==> config.mk <==
export PLATFORM = sky130hd
export DESIGN_NAME = lms_ctrl
export DESIGN_NICKNAME = d
export VERILOG_FILES = /design/src/lms_ctrl.v
export VERILOG_INCLUDE_DIRS = /design/src
export SDC_FILE = /design/constraint.sdc
export NUM_CORES = 1
export LEC_CHECK = 0
export BUFFER_PORTS_ARGS = -buffer_cell sky130_fd_sc_hd__buf_2
export CORE_MARGIN = 3
export CORE_UTILIZATION = 53
export CTS_BUF_LIST = sky130_fd_sc_hd__clkbuf_16
export DETAILED_ROUTE_END_ITERATION = 8
export PLACE_DENSITY = 0.86
export SLEW_MARGIN = 10
export SYNTH_ARGS = -nofsm -noshare
export SYNTH_HDL_FRONTEND = slang
export SYNTH_SLANG_ARGS = --single-unit
==> constraint.sdc <==
create_clock -name ref_clk -period 4.3 [get_ports ref_clk]
set_input_delay 0.43 -clock ref_clk [delete_from_list [all_inputs] [get_ports ref_clk]]
set_output_delay 0.43 -clock ref_clk [all_outputs]
set_load 0.05 [all_outputs]
==> src/lms_regs.vh <==
// Register map, field positions, reset values and widths of the light measurement control bank
`ifndef LMS_REGS_VH
`define LMS_REGS_VH

// Register indices; the byte address on the bus is four times the index
`define LMS_IDX_MODDIS 8'h40
`define LMS_IDX_ENABLE 8'h80
`define LMS_IDX_MODE1 8'h81
`define LMS_IDX_MODE2 8'h82
`define LMS_ADDR_W 12

// Modulator disable fields
`define LMS_MODDIS_M1 1
`define LMS_MODDIS_M0 0
`define LMS_MODDIS_MASK 8'h03

// Function enable fields
`define LMS_EN_FLICKER 6
`define LMS_EN_LIGHT 1
`define LMS_EN_POWER 0
`define LMS_EN_MASK 8'h43

// First mode register fields
`define LMS_M1_AUTOSTOP 7
`define LMS_M1_DBLDROP 6
`define LMS_M1_SINGLE 5
`define LMS_M1_STATFIFO 4
`define LMS_M1_SCALE_HI 3
`define LMS_M1_SCALE_LO 0

// Second mode register fields
`define LMS_M2_ENDMARK 7
`define LMS_M2_CHKSUM 6
`define LMS_M2_GAINFIFO 5
`define LMS_M2_TOP_HI 4
`define LMS_M2_TOP_LO 0

// Reset values
`define LMS_RST_MODDIS 8'h00
`define LMS_RST_ENABLE 8'h00
`define LMS_RST_MODE1 8'h04
`define LMS_RST_MODE2 8'h0C

// Result geometry
`define LMS_RES_W 32
`define LMS_RES_USED 26
`define LMS_OUT_W 16
`define LMS_GAIN_W 4
`define LMS_ITER_W 8

`endif

==> src/lms_ctrl.v <==
// Control and mode register bank of the light measurement engine with APB slave
//
// Design decision made here: the APB interface to the registers.
`timescale 1ns/1ps
`default_nettype none
`include "lms_regs.vh"

module lms_ctrl (
  // Clock and reset
  input wire ref_clk,
  input wire sys_rst,
  // APB slave
  input wire psel,
  input wire penable,
  input wire pwrite,
  input wire [`LMS_ADDR_W-1:0] paddr,
  input wire [31:0] pwdata,
  output reg [31:0] prdata,
  output reg pready,
  output reg pslverr,
  // Measurement engine events
  input wire measDone,
  input wire flickerDone,
  input wire satEvent,
  input wire gainUp,
  input wire endlessFlickerRepeat,
  input wire [`LMS_ITER_W-1:0] iterTarget,
  input wire resultValid,
  input wire [`LMS_RES_W-1:0] rawResult,
  // Engine controls
  output reg oscRun,
  output reg firstModulatorOn,
  output reg secondModulatorOn,
  output reg lightMeasureActive,
  output reg flickerActive,
  output reg sleepAfterIrq,
  output reg [`LMS_GAIN_W-1:0] agcGain,
  // FIFO extra words
  output reg fifoStatusWr,
  output reg fifoEndMarkWr,
  output reg fifoChecksumWr,
  output reg fifoGainWr,
  // Scaled result
  output reg [`LMS_OUT_W-1:0] lightData,
  output reg lightDataScaled
);

  ////////////////////////////////////////////////////////////////////////////
  // Helper functions

  // Sixteen bits of the result word ending at bit position top
  function [`LMS_OUT_W-1:0] window16;
    input [`LMS_RES_W-1:0] raw;
    input integer top;
    integer i;
    integer idx;
    begin
      window16 = {`LMS_OUT_W{1'b0}};
      for (i = 0; i < `LMS_OUT_W; i = i + 1) begin
        idx = top - (`LMS_OUT_W - 1) + i;
        if (idx >= 0 && idx < `LMS_RES_W)
          window16[i] = raw[idx];
      end
    end
  endfunction

  // True when the cnt bits from top downward are all zero
  function topZero;
    input [`LMS_RES_W-1:0] raw;
    input integer top;
    input integer cnt;
    integer i;
    begin
      topZero = 1'b1;
      for (i = 0; i < `LMS_RES_W; i = i + 1) begin
        if (i <= top && i > top - cnt && raw[i])
          topZero = 1'b0;
      end
    end
  endfunction

  ////////////////////////////////////////////////////////////////////////////
  // Registers

  // Host-visible register contents
  reg [7:0] modDis_r;
  reg [7:0] enable_r;
  reg [7:0] mode1_r;
  reg [7:0] mode2_r;
  reg [`LMS_ITER_W-1:0] iterCnt_r;
  reg [7:0] rdNxt;
  reg mapped;
  wire [7:0] regIdx = paddr[9:2];
  wire setupPhase = psel & ~penable & ~pready;
  wire wrTake = psel & penable & pready & pwrite;
  wire [3:0] scaleCnt = mode1_r[`LMS_M1_SCALE_HI:`LMS_M1_SCALE_LO];
  wire [4:0] topSel = mode2_r[`LMS_M2_TOP_HI:`LMS_M2_TOP_LO];
  // Only the low 26 bits carry result; anything above is treated as zero
  wire [`LMS_RES_W-1:0] usedResult = rawResult & {{(`LMS_RES_W-`LMS_RES_USED){1'b0}}, {`LMS_RES_USED{1'b1}}};
  // Top of the scaled window; it may fall below zero, those bits then read as zero
  wire signed [6:0] scaledTop = $signed({2'b00, topSel}) - $signed({3'b000, scaleCnt});
  wire powered = enable_r[`LMS_EN_POWER];
  wire lastIter = (iterCnt_r == iterTarget);
  // Auto-stop fires on a measurement end that finds the count already at the target
  wire autoStop = mode1_r[`LMS_M1_AUTOSTOP] & measDone & lastIter & powered;

  // Read decode; reserved bits come back as zero
  always @* begin
    mapped = 1'b1;
    rdNxt = 8'h00;
    case (regIdx)
      `LMS_IDX_MODDIS: rdNxt = modDis_r;
      `LMS_IDX_ENABLE: rdNxt = enable_r;
      `LMS_IDX_MODE1: rdNxt = mode1_r;
      `LMS_IDX_MODE2: rdNxt = mode2_r;
      default: mapped = 1'b0;
    endcase
    if (paddr[1:0] != 2'b00 || paddr[`LMS_ADDR_W-1:10] != 2'b00)
      mapped = 1'b0;
  end

  ////////////////////////////////////////////////////////////////////////////
  // APB answer: one wait-free access phase, data latched at setup
  // A setup cycle seen at one edge raises pready for exactly the next cycle, so
  // every transfer has one access cycle; the write lands at the edge that samples
  // pready high, while psel, penable and the address are all still held

  always @(posedge ref_clk) begin
    if (sys_rst) begin
      pready <= 1'b0;
      prdata <= 32'h0000_0000;
      pslverr <= 1'b0;
    end else begin
      pready <= setupPhase;
      if (setupPhase) begin
        prdata <= pwrite ? 32'h0000_0000 : {24'h00_0000, rdNxt};
        pslverr <= ~mapped;
      end else begin
        prdata <= 32'h0000_0000;
        pslverr <= 1'b0;
      end
    end
  end

  ////////////////////////////////////////////////////////////////////////////
  // Configuration registers

  always @(posedge ref_clk) begin
    if (sys_rst) begin
      modDis_r <= `LMS_RST_MODDIS;
      enable_r <= `LMS_RST_ENABLE;
      mode1_r <= `LMS_RST_MODE1;
      mode2_r <= `LMS_RST_MODE2;
    end else begin
      // auto-stop drop
      // Clears both enables but leaves power set; a same-cycle write wins
      if (autoStop) begin
        enable_r[`LMS_EN_FLICKER] <= 1'b0;
        enable_r[`LMS_EN_LIGHT] <= 1'b0;
      end
      if (wrTake && mapped) begin
        case (regIdx)
          `LMS_IDX_MODDIS: modDis_r <= pwdata[7:0] & `LMS_MODDIS_MASK;
          `LMS_IDX_ENABLE: begin
            if (!pwdata[`LMS_EN_POWER])
              enable_r <= 8'h00;
            else
              enable_r <= pwdata[7:0] & `LMS_EN_MASK;
          end
          `LMS_IDX_MODE1: mode1_r <= pwdata[7:0];
          `LMS_IDX_MODE2: mode2_r <= pwdata[7:0];
          default: modDis_r <= modDis_r;
        endcase
      end
    end
  end

  ////////////////////////////////////////////////////////////////////////////
  // Iteration counter for auto-stop, restarted whenever measuring is idle

  always @(posedge ref_clk) begin
    if (sys_rst) begin
      iterCnt_r <= {`LMS_ITER_W{1'b0}};
    end else if (!(enable_r[`LMS_EN_LIGHT] | enable_r[`LMS_EN_FLICKER]) || autoStop) begin
      iterCnt_r <= {`LMS_ITER_W{1'b0}};
    end else if (measDone && !lastIter) begin
      // Counting stops at the target so a late event cannot run past it
      iterCnt_r <= iterCnt_r + 1'b1;
    end
  end

  ////////////////////////////////////////////////////////////////////////////
  // Engine control outputs

  always @(posedge ref_clk) begin
    if (sys_rst) begin
      oscRun <= 1'b0;
      firstModulatorOn <= 1'b0;
      secondModulatorOn <= 1'b0;
      lightMeasureActive <= 1'b0;
      flickerActive <= 1'b0;
      sleepAfterIrq <= 1'b0;
    end else begin
      oscRun <= powered;
      firstModulatorOn <= powered & ~modDis_r[`LMS_MODDIS_M0];
      secondModulatorOn <= powered & ~modDis_r[`LMS_MODDIS_M1];
      lightMeasureActive <= powered & enable_r[`LMS_EN_LIGHT];
      flickerActive <= powered & enable_r[`LMS_EN_FLICKER];
      // single shot sleep
      // Held until single shot is cleared or power drops
      if (!powered || !mode1_r[`LMS_M1_SINGLE])
        sleepAfterIrq <= 1'b0;
      else if (measDone)
        sleepAfterIrq <= 1'b1;
    end
  end

  ////////////////////////////////////////////////////////////////////////////
  // Automatic gain step

  always @(posedge ref_clk) begin
    if (sys_rst) begin
      agcGain <= {`LMS_GAIN_W{1'b0}};
    end else if (satEvent) begin
      // Saturation wins over a same-cycle step-up request
      // double step down
      // Floors at zero so a drop of two from step one cannot wrap
      if (mode1_r[`LMS_M1_DBLDROP] && agcGain > 4'h1)
        agcGain <= agcGain - 4'h2;
      else if (agcGain != 4'h0)
        agcGain <= agcGain - 4'h1;
    end else if (gainUp && agcGain != 4'hF) begin
      agcGain <= agcGain + 4'h1;
    end
  end

  ////////////////////////////////////////////////////////////////////////////
  // Extra FIFO word requests, one-cycle pulses

  always @(posedge ref_clk) begin
    if (sys_rst) begin
      fifoStatusWr <= 1'b0;
      fifoEndMarkWr <= 1'b0;
      fifoChecksumWr <= 1'b0;
      fifoGainWr <= 1'b0;
    end else begin
      // Each request stands one cycle; the FIFO writer takes it at the next edge
      // status word
      fifoStatusWr <= resultValid & powered & mode1_r[`LMS_M1_STATFIFO];
      fifoEndMarkWr <= flickerDone & powered & mode2_r[`LMS_M2_ENDMARK] & ~endlessFlickerRepeat;
      fifoChecksumWr <= flickerDone & powered & mode2_r[`LMS_M2_CHKSUM];
      fifoGainWr <= flickerDone & powered & mode2_r[`LMS_M2_GAINFIFO];
    end
  end

  ////////////////////////////////////////////////////////////////////////////
  // Result scaling into the 16-bit data word

  always @(posedge ref_clk) begin
    if (sys_rst) begin
      lightData <= {`LMS_OUT_W{1'b0}};
      lightDataScaled <= 1'b0;
    end else if (resultValid) begin
      // only the low 26 bits carry result
      // window ends at selected top bit
      // scaled when top bits zero
      // Scaled form skips the zero bits to keep resolution
      if (scaleCnt != 4'h0 && topZero(usedResult, topSel, scaleCnt)) begin
        lightData <= window16(usedResult, scaledTop);
        lightDataScaled <= 1'b1;
      end else begin
        lightData <= window16(usedResult, topSel);
        lightDataScaled <= 1'b0;
      end
    end
  end

endmodule // lms_ctrl
`default_nettype wire

==> results by group, run 1 <==
Synthesis
  – Yosys cell types: 75
  – Post-Syn Area: 8790 um^2
  – Area contributors post-synth: dfxtp_1, mux4_2, mux2i_1, ha_1, nand2_1
  – Top cell type's share of synthesized area: approximately 16%
  – Yosys Warn Count: 0
  – Avg Cell Area, Syn: about 8.2 um^2
  – Seq/Total Area, Yosys: around 16%
  – Number of flops mapped to enable cells by yosys: 0
  – Synth Flop Type: dfxtp_1
  – Synth Instances: 1078
  – Synthesized flop and latch total: 70
  – Async set or reset register ratio after synthesis: 0%
  – Cell taking the most area after synthesis: dfxtp_1

Place
  – Final HPWL DP: roughly 21 mm
  – DP Area: approximately 9500 um^2
  – I/O Buffers: 105
  – GP Congestion: 0.991
  – Placed insts: between 1000 and 1500
  – Place WS: ~320 ps

Finish
  – Finished Layout Cells: 1385
  – Final nets: 1307
  – Final-layout fill cell count: approximately 1400
  – Diodes inserted: 0
  – Multi-input gate area: slightly below 7000 um^2
  – Fraction of layout cells with a size suffix above 1: between 20% and 30%
  – Register area: between 1000 and 1500 um^2
  – Area growth, synth to finish: 12.0%
  – Final cell utilization of the core: between 60% and 70%
  – Final Cell Area: approximately 9800 um^2

Clocking
  – Clk_lat worst skew: approximately 340 ps
  – H-tree depth: 3
  – Root Driver: clkbuf_16
  – Clk buf depth: 2
  – Clock sinks: 70
  – TritonCTS clock tree: yes
  – TritonCTS Buffers: 9
  – Clock-pin slew on the worst setup and hold paths: 60 ps

Floorplan
  – # IOs: 160
  – Core Rows: 46
  – Core area: 16100 um^2
  – Initial Utilization: approximately 55%
  – DIE AREA: approximately 18000 um^2
  – Die X: around 130 um
  – Die Ht: roughly 130 um

Worst setup path
  – R2r setup slk: 190 ps
  – Crit path max fanout: 17
  – Delay-heaviest family, CP: adder cells
  – Reg2reg end: lightData[15]
  – Slowest cell on the critical path: fa_2
  – Worst path bufs/invs: 3
  – Startpoint Class: register
  – CP max stage delay: ~640 ps
  – CP cell instances: ha_1 -> inv_1 -> fa_2 -> ha_1 -> inv_1 -> nor3_4 -> xnor2_4 -> inv_1 -> ha_1 -> a21oi_1 -> xnor2_1 -> a2bb2oi_1 -> nor4bb_1 -> a221o_1
  – Worst R2R Path Depth: 14
  – Reg2reg start: mode1_r[0]
  – Critical Path RT: around 4600 ps
  – Worst EP arrival: 4400 ps
  – Critical path class: register to register
  – CP Capture Type: register

Global route
  – Global Route Usage Sum: roughly 30%
  – Met1 global-route usage: 39.1%
  – M2 GR Usage: a little under half
  – Gr busiest metal: met2
  – Gr ovfl total: 0
  – Vias in the first global route: about 8500
  – Pin count of the biggest net entering global routing: 46
  – GR Layer Usage met3: about 5.6%
  – Initial antenna violation count: 0
  – Global-route wire length before repair: approximately 44 mm

Min path
  – HP Start: penable
  – Worst min-delay path category: input port to register
  – Hold EP: pready
  – Hold path cells: 2

Detailed routing
  – Aggregate routed wire length: about 28 mm
  – DR vias/cell: 6.53
  – Final ANT Viol Nets: 0
  – DR DRC count: 0
  – Total number of vias: about 9000
  – Drt wl/cell: 20.1 um
  – First-pass detailed-route iteration total: 5
  – Detailed Route Iter0 Violations: 967

STA
  – Final Cycle Share: between 90% and 100%
  – Worst Skew: between 5 and 6 ps
  – Slew of the pin with the lowest slew margin: roughly 850 ps
  – Setup violators final: 0
  – Fmax: between 0.2 and 0.25 GHz
  – Slew margin rel.: 42.7%
  – Fin worst setup slack: approximately 190 ps
  – Fin Setup TNS: 0 ps
  – Pins over their slew limit: 0
  – RSZ-0062 raised after global routing: false
  – Tmin final: between 4000 and 5000 ps
  – Final hold violations: 0

Status
  – Status: completed

Pwr
  – Combinational group share of total power: roughly a quarter
  – Sw Pwr: between 600 and 700 uW
  – Pint: between 1 and 1.5 mW
  – Seq pwr share: a little over a third
  – Worst vdd ir: around 0.22 mV
  – Pleak: 4.14 nW
  – Switching Share: 34.2%
  – Pwr per Cell Area: 199 nW/um^2
  – Clock network fraction of total power: 38.8%

Flow run
  – Max-Cap Viols: 0
cell usage in the layout (no fill, tap or decap), types with 24 or more instances in the layout:
cell type and n:
dfxtp_1 70, inv_1 31, o21ai_0 61, conb_1 24, xnor2_1 36, mux4_2 48
buf_2 105, xor2_1 27, a21oi_1 87, mux2i_1 78, nor2_1 87, buf_4 37
nand2_1 118, ha_1 47
cell usage after synthesis, types with 13 or more instances:
cell type / number
a22oi_1: 18
ha_1: 47
nor2b_1: 18
buf_4: 24
nand3_1: 24
xnor2_1: 37
a31oi_1: 20
mux2i_1: 78
mux4_2: 48
inv_1: 31
dfxtp_1: 70
o21ai_0: 61
nor3_1: 16
buf_2: 13
xor2_1: 28
clkbuf_1: 44
a21oi_1: 87
a211oi_1: 14
nor2_1: 87
mux2_2: 13
nand2_1: 118
layout make-up:
type	instances	share of cell area [%]
Inverter	36	1.39
Sequential cell	70	14.2
Multi-Input combinational cell	905	70.4
Clock inverter	7	0.826
Tap cell	216	2.75
Clock buffer	9	2.29
Timing Repair Buffer	142	8.16
sequential cells by signal, indices dropped and copies added (netlist names):
name and flops:
lightMeasureActive 1, fifoChecksumWr 1, pready 1, flickerActive 1
modDis_r 2, lightDataScaled 1, mode2_r 8, oscRun 1
pslverr 1, secondModulatorOn 1, fifoStatusWr 1, prdata 8
agcGain 4, sleepAfterIrq 1, iterCnt_r 8, firstModulatorOn 1
lightData 16, fifoEndMarkWr 1, mode1_r 8, enable_r 3
fifoGainWr 1
metal layers:
layer	share of wire (%)	routed length, um	up-vias
met2	45	12600	662
met3	12	3240	131
met5	0	0	-
li1	-	-	4100
met4	5.1	1430	0
met1	38	10500	4147
power groups by stage:
stage / sequential (mW) / clock [mW] / combinational [mW]
detailed placement: 0.715 / 0 / 0.486
finish: 0.701 / 0.761 / 0.498
CTS: 0.701 / 0.769 / 0.488
global placement: 0.714 / 0 / 0.474
global route: 0.705 / 0.798 / 0.534
floorplan: 0.789 / 0 / 0.283
how the worst max path moves through the flow:
stage / end / cells past startpoint / start
2_1_floorplan: lightData[15] / 18 / mode2_r[0]
3_3_place_gp: lightData[8] / 13 / mode1_r[0]
3_5_place_dp: lightData[13] / 15 / mode1_r[0]
4_1_cts: lightData[13] / 15 / mode1_r[0]
5_1_grt: lightData[3] / 14 / mode1_r[0]
6_report: lightData[15] / 14 / mode1_r[0]
per-stage QoR:
step | hold slack, ps | power (mW)
6_report | 289 | 1.96
3_5_place_dp | 441 | 1.20
2_1_floorplan | 412 | 1.07
5_1_grt | 305 | 2.04
3_3_place_gp | 440 | 1.19
4_1_cts | 289 | 1.96
logic make-up after synthesis:
| group | synth area share (%) |
|---|---|
| XOR/XNOR | 8.54 |
| AO/OA/AOI/OAI | 19.8 |
| buffers and inverters | 6.60 |
| AND/OR/NAND/NOR | 19.3 |
| other | 0.0427 |
| adder cells (fa/ha/maj) | 6.92 |
| flip-flops | 15.9 |
| multiplexers | 22.8 |
worst register-to-register path: cells and delay by family (launching register included):
| family | cells | cell delay (ps) |
|---|---|---|
| adder cells (fa/ha/maj) | 4 | 1570 |
| AND/OR/NAND/NOR | 2 | 730 |
| AO/OA/AOI/OAI | 3 | 590 |
| flip-flops | 1 | 420 |
| XOR/XNOR | 2 | 390 |
| buffers and inverters | 3 | 360 |
what timing repair did:
action | in CTS | in global routing
hold buffers | 0 | 0
setup endpoints to repair | 0 | 1
resized for setup | 0 | 1
buffers inserted | 0 | 0
(Power assumes the default switching activity.)
==> run 2: changes to the inputs <==
Settings changed: ABC_AREA from default to 1, PLACE_DENSITY 0.86 to 0.85.
==> results by group, run 2 <==
Status
  – Status: completed

Global route
  – Vias in the first global route: 11100 (+30%)
  – Global Route Usage Sum: 33.1% (+3.1 points)
  – Pin count of the biggest net entering global routing: 76 (+65%)
  – Initial antenna violation count: 0 (unchanged)
  – Gr ovfl total: 0 (unchanged)
  – Global-route wire length before repair: 54.4 mm (+23%)

Pwr
  – Switching Share: 32.9% (-1.3 points)
  – Pleak: 5.60 nW (+35%)
  – Sw Pwr: 597 uW (-11%)
  – Clock network fraction of total power: 38.7% (about the same)
  – Pint: 1.22 mW (-5.4%)
  – Pwr per Cell Area: 170 nW/um^2 (-14%)
  – Combinational group share of total power: 23.9% (-1.5 points)
  – Worst vdd ir: 0.272 mV (+24%)
  – Seq pwr share: 37.4% (+1.6 points)

Clocking
  – Root Driver: clkbuf_16
  – Clk buf depth: 2 (unchanged)
  – H-tree depth: 3 (unchanged)
  – Clock-pin slew on the worst setup and hold paths: 50 ps (about the same)
  – # hold bufs at CTS: 0 (unchanged)
  – TritonCTS Buffers: 9 (unchanged)
  – TritonCTS clock tree: yes
  – Clock sinks: 70 (unchanged)
  – Clk_lat worst skew: 330 ps (about the same)

Floorplan
  – Die Ht: 142 um (+5.2%)
  – DIE AREA: 20100 um^2 (+11%)
  – Core area: 18000 um^2 (+12%)
  – # IOs: 160 (unchanged)
  – Initial Utilization: 54.2% (-0.52 points)
  – Die X: 142 um (+5.2%)
  – Core Rows: 49 (+6.5%)

Worst setup path
  – CP Capture Type: register
  – CP max stage delay: 520 ps (-120 ps)
  – Worst R2R Path Depth: 23 (+9)
  – Critical path class: register to register
  – Worst EP arrival: 4190 ps (-210 ps)
  – Slowest cell on the critical path: fa_1
  – Critical Path RT: 4500 ps (-90 ps)
  – CP cell instances: clkinv_1 -> ha_2 -> inv_1 -> fa_1 -> ha_1 -> inv_1 -> nand2_1 -> nand2_2 -> clkinvlp_4 -> ha_2 -> nand2_1 -> inv_1 -> nand2_1 -> nand2_1 -> nand2_1 -> nand2_1 -> inv_1 -> o21ai_0 -> nor2_1 -> nand2_1 -> nor2_1 -> nor2_1 -> nor2_1
  – Crit path max fanout: 10 (-7)
  – Most Frequent Cell on Critical Path: nand2_1
  – Startpoint Class: register

Detailed routing
  – First-pass detailed-route iteration total: 6 (+1)
  – DR DRC count: 0 (unchanged)
  – Detailed Route Iter0 Violations: 1252 (+29%)
  – Drt wl/cell: 16.2 um (-19%)
  – Total number of vias: 12400 (+37%)
  – DR vias/cell: 5.82 (-11%)
  – Final ANT Viol Nets: 0 (unchanged)
  – Aggregate routed wire length: 34.5 mm (+24%)

Min path
  – Hold path cells: 2 (unchanged)
  – Worst min-delay path category: input port to register

STA
  – Final hold violations: 0 (unchanged)
  – Fmax: 0.251 GHz (+3.0%)
  – Slew of the pin with the lowest slew margin: 738 ps (-116 ps)
  – Fin Setup TNS: 0 ps (unchanged)
  – Pins over their slew limit: 0 (unchanged)
  – RSZ-0062 raised after global routing: false
  – Tmin final: 3990 ps (-121 ps)
  – Final Cycle Share: 92.8% (-2.8 points)
  – Setup violators final: 0 (unchanged)
  – Worst Skew: 3.79 ps (-2.06 ps)
  – Slew margin rel.: 50.5% (+7.9 points)

Finish
  – Diodes inserted: 0 (unchanged)
  – Commonest non-fill, non-tap cell in the layout: nand2_1
  – Final nets: 2039 (+56%)
  – Area growth, synth to finish: 9.10%
  – Most frequent cells in the layout: nand2_1, nand3_1, o21ai_0
  – Final Cell Area: 10700 um^2 (+8.4%)
  – Register name with the most flops: lightData
  – Largest register FFs: 16 (unchanged)
  – Fraction of layout cells with a size suffix above 1: 9.31% (-12 points)

Synthesis
  – Cell taking the most area after synthesis: nand2_1
  – Avg Cell Area, Syn: 5.35 um^2 (-34%)
  – Most frequent cell after synthesis: nand2_1
  – Synth Instances: 1826 (+69%)
  – Async set or reset register ratio after synthesis: 0% (unchanged)
  – Yosys cell types: 49 (-35%)
  – Yosys Warn Count: 0 (unchanged)
  – Post-Syn Area: 9770 um^2 (+11%)
  – Area contributors post-synth: nand2_1, dfxtp_1, nand3_1, o21ai_0, inv_1
  – Synth Flop Type: dfxtp_1
  – Number of flops mapped to enable cells by yosys: 0 (unchanged)
  – Synth cell count leaders: nand2_1, nand3_1, o21ai_0
  – Synthesized flop and latch total: 70 (unchanged)
  – Seq/Total Area, Yosys: 14.3% (-1.6 points)
  – Top cell type's share of synthesized area: 23.1% (+7.2 points)

Place
  – GP Congestion: 1.05 (+5.7%)
  – I/O Buffers: 105 (unchanged)
  – DP Area: 10400 um^2 (+8.8%)
  – Final HPWL DP: 26.9 mm (+28%)

Flow run
  – Max-Cap Viols: 0 (unchanged)
[run 2: changes by cell type after synthesis, sizes merged, moves of 17 or more]
cell	delta
nand2	+491
nor2b	-18
nor2	+42
a31oi	-17
o21ai	+162
inv	+162
mux4	-48
nand3	+208
xnor2	-29
mux2i	-73
[run 2: layout make-up]
cell class / instances / area [um^2]
Clock inverter: 7 / 56.3
Sequential cell: 70 / 1400
Fill cell: 1824 / 7360
Inverter: 200 / 754
Multi-Input combinational cell: 1487 / 7230
Tap cell: 229 / 287
Timing Repair Buffer: 129 / 706
Clock buffer: 9 / 225
[run 2: cells by family after synthesis]
| logic type | share of synthesized area [%] |
|---|---|
| flops | 14.3 |
| mux | 0.512 |
| simple gates | 44.5 |
| buf+inv | 12.7 |
| other cells | 0.0384 |
| xor+xnor | 2.60 |
| compound gates | 19.2 |
| fa+ha+maj | 6.09 |
[run 2: what timing repair did]
item / in CTS / in global routing
resized for setup: 0 / 6
buffers inserted: 0 / 0
endpoints found under the setup margin: 0 / 7
[run 2: final timing paths]
path	from	endpoint	slack, ps
max	mode2_r[0]	lightData[1]	310
min	endlessFlickerRepeat	fifoEndMarkWr	260
max reg2reg	mode2_r[0]	lightData[1]	310
min reg2reg	modDis_r[0]	firstModulatorOn	440
[run 2: layer usage]
metal | wire length (um) | track usage [%]
met5 | 0 | 0
met4 | 2060 | 17.5
met3 | 3290 | 5.70
met2 | 15900 | 55.4
met1 | 13200 | 40.7
[run 2: power by group through the flow]
stage          registers (mW)  logic [mW]  clock network, mW
5_1_grt                 0.683       0.474              0.727
2_1_floorplan           0.747       0.254                  0
3_5_place_dp            0.694       0.424                  0
6_report                0.681       0.434              0.703
3_3_place_gp            0.693       0.416                  0
4_1_cts                 0.681       0.426              0.702
[run 2: critical path: cells and delay by family (launching register included)]
| family | cells | cell delay [ps] |
|---|---|---|
| buffers and inverters | 6 | 660 |
| and+or+nand+nor | 12 | 1260 |
| adders and majority gates | 4 | 1340 |
| AOI/OAI and AO/OA | 1 | 280 |
| DFF | 1 | 320 |
[run 2: through the flow]
stage	power (mW)	hold slack (ps)	setup slack, ps	util (%)	cells
floorplan	1.00	413	244	-	1849
global placement	1.11	432	337	57.5	2115
detailed placement	1.12	438	263	57.5	2115
CTS	1.81	262	262	59.1	2131
global route	1.88	269	8.10	59.2	2131
finish	1.82	264	311	59.2	2131
